File: config.mk
export PLATFORM = sky130hd
export DESIGN_NAME = cimask_top
export DESIGN_NICKNAME = d
export VERILOG_FILES = /design/src/cimask_pkg.sv /design/src/cimask_top.sv
export SDC_FILE = /design/constraint.sdc
export NUM_CORES = 1
export LEC_CHECK = 0
export BUFFER_PORTS_ARGS = -buffer_cell sky130_fd_sc_hd__buf_4
export CORE_AREA = 4 4 101 74
export DETAILED_ROUTE_END_ITERATION = 12
export DIE_AREA = 0 0 105 78
export PLACE_DENSITY = 0.73
export REMOVE_ABC_BUFFERS = 1
export SLEW_MARGIN = 20
export SYNTH_ARGS = -nofsm -noshare
export SYNTH_HDL_FRONTEND = slang
export SYNTH_SLANG_ARGS = --single-unit
File: constraint.sdc
create_clock -name clk_i -period 1.6 [get_ports clk_i]
set_input_delay 0.32 -clock clk_i [delete_from_list [all_inputs] [get_ports clk_i]]
set_output_delay 0.32 -clock clk_i [all_outputs]
set_load 0.005 [all_outputs]
File: src/cimask_pkg.sv
// Purpose: constants and types for the card interface interrupt mask block
// Assumes: 32-bit register port, one clock
// Notes: register offsets are byte addresses of aligned words
package cimask_pkg;

  localparam int CIMASK_DW = 32;
  localparam int CIMASK_AW = 8;
  localparam int CIMASK_CW = 16;

  // --------------------------------------------------------------------------
  // register offsets
  // --------------------------------------------------------------------------
  localparam logic [CIMASK_AW-1:0] CIMASK_OFF_ENABLE_SET = 8'h00;
  localparam logic [CIMASK_AW-1:0] CIMASK_OFF_ENABLE_CLEAR = 8'h04;
  localparam logic [CIMASK_AW-1:0] CIMASK_OFF_ENABLE_STATE = 8'h08;
  localparam logic [CIMASK_AW-1:0] CIMASK_OFF_STATUS = 8'h0C;
  localparam logic [CIMASK_AW-1:0] CIMASK_OFF_EVENT_STATUS = 8'h10;
  localparam logic [CIMASK_AW-1:0] CIMASK_OFF_EVENT_CLEAR = 8'h14;
  localparam logic [CIMASK_AW-1:0] CIMASK_OFF_EVENT_ENABLE = 8'h18;

  // --------------------------------------------------------------------------
  // field positions of the source vector
  // --------------------------------------------------------------------------
  localparam int CIMASK_B_COMMAND_READY = 0;
  localparam int CIMASK_B_RECEIVER_READY = 1;
  localparam int CIMASK_B_TRANSMIT_READY = 2;
  localparam int CIMASK_B_BLOCK_ENDED = 3;
  localparam int CIMASK_B_TRANSFER_IN_PROGRESS = 4;
  localparam int CIMASK_B_CARD_IDLE = 5;
  localparam int CIMASK_B_RECEIVE_BUFFER_END = 6;
  localparam int CIMASK_B_TRANSMIT_BUFFER_END = 7;
  localparam int CIMASK_B_RECEIVE_BUFFERS_FULL = 14;
  localparam int CIMASK_B_TRANSMIT_BUFFERS_EMPTY = 15;
  localparam int CIMASK_B_RESPONSE_INDEX_ERROR = 16;
  localparam int CIMASK_B_DATA_TIMEOUT = 22;
  localparam int CIMASK_B_OVERRUN = 30;
  localparam int CIMASK_B_UNDERRUN = 31;

  // implemented positions: 0-7, 14-15, 16-22, 30-31
  localparam logic [CIMASK_DW-1:0] CIMASK_VALID_BITS = 32'hC07FC0FF;
  localparam logic [CIMASK_DW-1:0] CIMASK_MASK_RESET = 32'h00000000;
  localparam logic [CIMASK_DW-1:0] CIMASK_ZERO_WORD = 32'h00000000;

  // event status bits of the block's own interrupt register
  localparam int CIMASK_EV_W = 2;
  localparam int CIMASK_EV_ENABLE_WRITE = 0;
  localparam int CIMASK_EV_DISABLE_WRITE = 1;
  localparam logic [CIMASK_EV_W-1:0] CIMASK_EV_RESET = 2'h0;

  // --------------------------------------------------------------------------
  // types
  // --------------------------------------------------------------------------
  typedef struct packed {
    logic wr;
    logic rd;
    logic [CIMASK_AW-1:0] addr;
    logic [CIMASK_DW-1:0] wdata;
  } cimask_req_t;

  typedef struct packed {
    logic [CIMASK_DW-1:0] mask;
    logic [CIMASK_EV_W-1:0] ev_status;
    logic [CIMASK_EV_W-1:0] ev_enable;
    logic [CIMASK_DW-1:0] rdata;
    logic irq;
    logic ev_irq;
    logic txbe;
  } cimask_state_t;

endpackage

File: src/cimask_top.sv
// Purpose: interrupt enable, disable and mask logic of a card host interface
// Assumes: single 20 MHz clock, register port with read data one cycle later
// Notes: status flags arrive from the rest of the card interface
//
// The strobed register port and the placing of the registers are this design's own decisions.
`timescale 1ns/1ps

// Summary of operation
// - enable write sets mask bits written one
// - disable write clears mask bits written one
// - mask register reads enabled sources as one
// - bits 0-7 map command through transmit-end
// - bit 14 receive full, bit 15 transmit empty
// - bits 16-22 map response and data errors
// - bit 30 overrun, bit 31 underrun
module cimask_top
  import cimask_pkg::*;
#(
  parameter int COUNT_W = CIMASK_CW
) (
  input wire logic clk_i,                          // 20 MHz clock
  input wire logic rst_i,                          // async reset, high
  input wire logic [CIMASK_AW-1:0] addr_i,         // register byte address
  input wire logic [CIMASK_DW-1:0] wdata_i,        // write data
  input wire logic wr_i,                           // write strobe
  input wire logic rd_i,                           // read strobe
  input wire logic [CIMASK_DW-1:0] status_i,       // status flags of the card interface
  input wire logic [COUNT_W-1:0] transmit_count_i, // transmit count
  input wire logic [COUNT_W-1:0] next_transmit_count_i, // next transmit count
  output logic [CIMASK_DW-1:0] rdata_o,            // read data, cycle after read
  output logic irq_o,                              // card interrupt level
  output logic event_irq_o,                        // register event interrupt level
  output logic transmit_buffers_empty_o            // transmit empty status
);

  // --------------------------------------------------------------------------
  // state
  // --------------------------------------------------------------------------
  cimask_state_t st;
  cimask_state_t next_st;
  cimask_req_t req;
  logic [CIMASK_DW-1:0] status_full;
  logic txbe_now;

  assign req.wr = wr_i;
  assign req.rd = rd_i;
  assign req.addr = addr_i;
  assign req.wdata = wdata_i;

  function automatic logic hit(input cimask_req_t r, input logic [CIMASK_AW-1:0] off);
    hit = (r.addr == off);
  endfunction

  // both counts zero means nothing left to send
  assign txbe_now = (transmit_count_i == '0) && (next_transmit_count_i == '0);

  // own transmit-empty replaces the incoming flag; unused positions forced low
  always_comb begin
    status_full = status_i & CIMASK_VALID_BITS;
    status_full[CIMASK_B_TRANSMIT_BUFFERS_EMPTY] = st.txbe;
  end

  // --------------------------------------------------------------------------
  // next state
  // --------------------------------------------------------------------------
  always_comb begin
    next_st = st;
    next_st.txbe = txbe_now;
    next_st.rdata = CIMASK_ZERO_WORD;
    if (req.wr) begin
      if (hit(req, CIMASK_OFF_ENABLE_SET)) begin
        // positions 0-7, 14-15, 16-22, 30-31 only
        next_st.mask = st.mask | (req.wdata & CIMASK_VALID_BITS);
        next_st.ev_status[CIMASK_EV_ENABLE_WRITE] = 1'b1;
      end
      if (hit(req, CIMASK_OFF_ENABLE_CLEAR)) begin
        next_st.mask = st.mask & ~(req.wdata & CIMASK_VALID_BITS);
        next_st.ev_status[CIMASK_EV_DISABLE_WRITE] = 1'b1;
      end
      if (hit(req, CIMASK_OFF_EVENT_CLEAR)) begin
        // a new event in the same cycle wins over the clear
        next_st.ev_status = (st.ev_status & ~req.wdata[CIMASK_EV_W-1:0]) | (next_st.ev_status & ~st.ev_status);
      end
      if (hit(req, CIMASK_OFF_EVENT_ENABLE)) begin
        next_st.ev_enable = req.wdata[CIMASK_EV_W-1:0];
      end
    end
    if (req.rd) begin
      unique case (req.addr)
        CIMASK_OFF_ENABLE_STATE: next_st.rdata = st.mask & CIMASK_VALID_BITS;
        CIMASK_OFF_STATUS: next_st.rdata = status_full;
        CIMASK_OFF_EVENT_STATUS: next_st.rdata = {{(CIMASK_DW-CIMASK_EV_W){1'b0}}, st.ev_status};
        CIMASK_OFF_EVENT_ENABLE: next_st.rdata = {{(CIMASK_DW-CIMASK_EV_W){1'b0}}, st.ev_enable};
        default: next_st.rdata = CIMASK_ZERO_WORD;
      endcase
    end
    next_st.irq = |(status_full & next_st.mask);
    next_st.ev_irq = |(next_st.ev_status & next_st.ev_enable);
  end

  // --------------------------------------------------------------------------
  // registers
  // --------------------------------------------------------------------------
  always_ff @(posedge clk_i or posedge rst_i) begin
    if (rst_i) begin
      st.mask <= CIMASK_MASK_RESET;
      st.ev_status <= CIMASK_EV_RESET;
      st.ev_enable <= CIMASK_EV_RESET;
      st.rdata <= CIMASK_ZERO_WORD;
      st.irq <= 1'b0;
      st.ev_irq <= 1'b0;
      st.txbe <= 1'b0;
    end else begin
      st <= next_st;
    end
  end

  assign rdata_o = st.rdata;
  assign irq_o = st.irq;
  assign event_irq_o = st.ev_irq;
  assign transmit_buffers_empty_o = st.txbe;

endmodule

* After elaboration in Yosys (flattened, before gate mapping)
Index checks and enable logic that the tools add are counted.
** Word-level totals
- Word-level logic and storage cells :: 39
- Output and inout bits :: 35
- Input bits :: 108
- Flip-flop bits (word level) :: 71
** Operators by class
- Eq/ne operators :: 6
- Bitwise operators :: 10
- Reduce and logical (&&, ||, !) cells :: 6
- Multiplexer cells :: 10
** Operators with widths (count)
- one-hot mux 32 bit (4 select lines) :: 1
- 2-to-1 mux 33 bit :: 2
- bitwise AND 32 bit :: 2
- 2-to-1 mux 32 bit :: 2
- 2-to-1 mux 36 bit :: 1
- zero test 16 bit :: 2
- NOT 32 bit :: 1
- OR 32 bit :: 1
- OR reduction 32 bit :: 1
- == test 8 x 5 -> 1 bit, second input constant :: 3
- == test 8 x 4 -> 1 bit, second input constant :: 2
- == test 8 x 3 -> 1 bit, second input constant :: 1
- zero test 8 bit :: 1
- bitwise AND 2 bit :: 3
- 2-to-1 mux 2 bit :: 2
- NOT 2 bit :: 2
- 2-to-1 mux 1 bit :: 2
- OR 2 bit :: 1
- OR reduction 2 bit :: 1
- logical AND 1 bit :: 1

* Logic depth before layout (Yosys ltp)
- Depth in word-level cells :: 10
- Gate-level depth with buffers :: 9
- Mapped depth without buffers :: 6

* Worst setup path before layout
Ideal clock, no wire load.
- Path type :: input to register
- Start point :: in addr_i[3]
- End point :: reg st, in the netlist irq_o
- Required time :: 1460 ps
- Arrival time :: 2107 ps
- Path slack :: -647 ps
- Path buffers :: 3
- Stages :: 9
- Setup time :: 140 ps
- Cell sequence :: buf_6 -> or4b_4 -> buf_6 -> nor2_8 -> buf_6 -> nand2_2 -> mux2_4 -> a222oi_1 -> nand3_1
** RTL lines
- from (decl) :: RTL line cimask_top.sv:23 : input wire logic [CIMASK_AW-1:0] addr_i,
- to (signal assigned) :: RTL line cimask_top.sv:114 : st <= next_st;
- to (decl) :: RTL line cimask_top.sv:39 : cimask_state_t st;

==> impl_metrics.env <==
export IMPL_pwr_share_seq_pct=50.9
export IMPL_critPathLaunchType="input pin"
export IMPL_cts_clk_slew_worst_paths_ns=0.08
export IMPL_htreeDepth=2
export IMPL_syn_avg_cell_area_sq_um=10.34
export IMPL_cts_max_path_buffers=2
export IMPL_cp_required_ns=1.77
export IMPL_setup_slack_ns=-0.3530
export IMPL_pwr_share_clk_pct=30.1
export IMPL_violations="negative setup slack"
export IMPL_gp_congestion=0.8580
export IMPL_dp_slack_ns=-0.8349
export IMPL_clkLatencyLatePin_ns=0.29
export IMPL_setup_viol=2
export IMPL_core_sq_um=6569
export IMPL_synthToLayoutAreaGrowth_pct=43.20
export IMPL_synth_async_sr_flop_share_pct=100.0
export IMPL_grt_pass1_wl_microns=11120
export IMPL_die_h_microns=78
export IMPL_cts_tree="yes"
export IMPL_p_sw_w=0.0005729
export IMPL_vias_per_cell=4.907
export IMPL_rrSetupSlack_ns=0.05
export IMPL_yosysUniqueCellTypes=39
export IMPL_vdd_ir_drop_max_uv=299.1
export IMPL_ys_top_cells_by_area="dfrtp_1, buf_4, mux2i_1, mux2_1, nor2_1"
export IMPL_placed_area_sq_um=3278
export IMPL_drt_iter0_drc=102
export IMPL_root_buffer="clkbuf_8"
export IMPL_slew_viol_final=0
export IMPL_synth_edff_count=0
export IMPL_start_util_pct=37.79
export IMPL_place_inst=415
export IMPL_dr_pass1_iters=4
export IMPL_top_layer="met4"
export IMPL_vias=2110
export IMPL_endpoint_kind="flop"
export IMPL_yosysWarnings=0
export IMPL_period_needed_ns=1.953
export IMPL_cts_sinks=45
export IMPL_fin_worst_skew_ns=0.006024
export IMPL_arrival_ns=2.12
export IMPL_hp_class="input pin to async pin"
export IMPL_synth_top_area_cell="dfrtp_1"
export IMPL_r2r_start="st[57]"
export IMPL_nNetsFinal=457
export IMPL_fin_crit_sh_pct=122.1
export IMPL_outcome="finished, violations left"
export IMPL_max_freq_mhz=512.0
export IMPL_maxCapViolCount=0
export IMPL_rr_endpoint="irq_o"
export IMPL_ys_seq_area_share_pct=45.36
export IMPL_route_detailed_drc=0
export IMPL_p_per_area_nw_per_um2=659.3
export IMPL_wl_microns=6861
export IMPL_overflow=0
export IMPL_grt_pass1_vias=2274
export IMPL_grt_usage_pct=16.90
export IMPL_fin_cells=430
export IMPL_wl_per_cell_microns=15.96
export IMPL_fillers=603
export IMPL_cp_startpoint="addr_i[5]"
export IMPL_diodes=0
export IMPL_intPower_w=0.001771
export IMPL_ys_flop_type="dfrtp_1"
export IMPL_combPwrFrac_pct=19.0
export IMPL_die_width_microns=105
export IMPL_hpwl_microns=5172
export IMPL_fin_tns_setup_ns=-0.4455
export IMPL_cts_buffers=5
export IMPL_post_route_cell_area_sq_um=3555
export IMPL_rsz0062_at_grt="true"
export IMPL_critPathKind="input pin to flop"
export IMPL_wl_met2_microns=3350
export IMPL_yosysTopAreaCellShare_pct=45.36
export IMPL_hold_violations=0
export IMPL_drive_gt1_share_pct=46.99
export IMPL_cellLeakagePower_nw=1.836
export IMPL_io_pins=143
export IMPL_holdWs_ns=0.04897
export IMPL_syn_inst=240
export IMPL_synth_area_sq_um=2482
export IMPL_grt_antenna_before_repair=0
export IMPL_synth_seq_cells=45
export IMPL_grt_max_degree=46
export IMPL_wl_met3_microns=322
export IMPL_crit_end="irq_o"
export IMPL_wl_met1_microns=3121
export IMPL_power_share_switching_pct=24.45
export IMPL_worstPathMaxFanout=5
export IMPL_portBuffers=102
export IMPL_fp_dieArea_sq_um=8190
export IMPL_fp_row_count=25
export IMPL_final_antenna_net_count=0
export IMPL_rr_worst_depth=4
-- routing by layer --
metal | track usage [%] | up-vias
met3 | 3.242 | 6
met5 | 0 | -
met4 | 3.932 | 0
li1 | - | 1026
met2 | 28.10 | 68
met1 | 22.86 | 1010
-- sequential cells by signal, indices dropped and copies added, names as in the netlist --
register                  flops
rdata_o                      19
event_irq_o                   1
irq_o                         1
transmit_buffers_empty_o      1
st                           23
-- layout make-up --
class	count	area, sq um	area share [%]
Tap cell	81	101.3	2.851
Timing Repair Buffer	133	1049	29.50
Multi-Input combinational cell	159	1174	33.02
Sequential cell	45	1126	31.68
Clock buffer	7	86.33	2.429
Inverter	5	18.77	0.5280
-- per-stage QoR --
stage / utilization (%) / total power, W
floorplan: - / 0.001340
global placement: 49.90 / 0.001609
detailed placement: 49.90 / 0.001617
CTS: 53.09 / 0.002343
global route: 54.11 / 0.002455
finish: 54.11 / 0.002344
-- synthesized netlist by cell type, types with 3 or more instances --
library cell,instances
nand4_1,3
o31a_1,3
clkbuf_1,5
a41o_1,3
inv_1,4
nor4_1,12
nor2_1,21
buf_6,3
and2_1,4
a31oi_1,4
dfrtp_1,45
mux2_2,4
mux2_1,8
or2_1,3
buf_2,3
o21ai_1,7
buf_4,32
mux2i_1,21
nand3_1,9
nand2_1,20
a22o_1,3
-- critical path: stages --
cell       delay (ns)
buf_4            0.13
nor4_2           0.28
buf_4            0.17
buf_4            0.14
nand3_1          0.11
mux2_1           0.34
a22o_1           0.27
a2111oi_4        0.27
nand3_1          0.09
-- worst min-delay path by stage --
stage	from	to	slack (ns)	depth (start not counted)
2_1_floorplan	addr_i[2]	st[39]	0.41	1
3_3_place_gp	rst_i	rdata_o[20]	0.38	3
3_5_place_dp	rst_i	rdata_o[2]	0.39	3
4_1_cts	rst_i	rdata_o[20]	0.07	3
5_1_grt	rst_i	rdata_o[2]	0.07	3
6_report	rst_i	rdata_o[2]	0.05	3
-- power by group through the flow --
| stage | Sequential [W] | Clock (W) | Combinational, W |
|---|---|---|---|
| global placement | 0.00121 | 0 | 0.000395 |
| global route | 0.00120 | 0.000773 | 0.000486 |
| detailed placement | 0.00121 | 0 | 0.000402 |
| CTS | 0.00119 | 0.000722 | 0.000428 |
| finish | 0.00119 | 0.000706 | 0.000445 |
| floorplan | 0.00121 | 0 | 0.000131 |
-- repair_timing --
action	4_1_cts	5_1_grt
pin swaps	10	10
resized for setup	21	10
hold buffers	0	0
setup endpoints to repair	5	7
buffers inserted	6	2
-- placed cells by master, fill, tap and decap left out, drive strengths merged, types with 2 or more instances in the layout --
master   netlist  final
o21ai          8      8
a22o           3      3
dfrtp         45     45
nor4          12     12
or2            3      3
conb           1     13
nor2          22     22
mux2          14     14
clkbuf         5      7
a2111oi        2      2
or4            2      2
buf           38    133
o22ai          2      2
nand3          9      9
o31a           3      3
nand4          3      3
a41o           3      3
and2           4      4
mux2i         21     21
inv            4      4
a31oi          4      4
nand3b         2      2
nand2         21     21
-- cell families (layout without fill, tap and decap cells) --
| group | after synthesis | count (layout) | share of synthesized area (%) |
|---|---|---|---|
| buf+inv | 48 | 145 | 13.15 |
| mux | 35 | 35 | 15.12 |
| other cells | 1 | 13 | 0.1511 |
| compound gates | 30 | 30 | 8.871 |
| simple gates | 81 | 81 | 17.34 |
| flops | 45 | 45 | 45.36 |
Note: power is estimated with default switching activity, not from simulation.
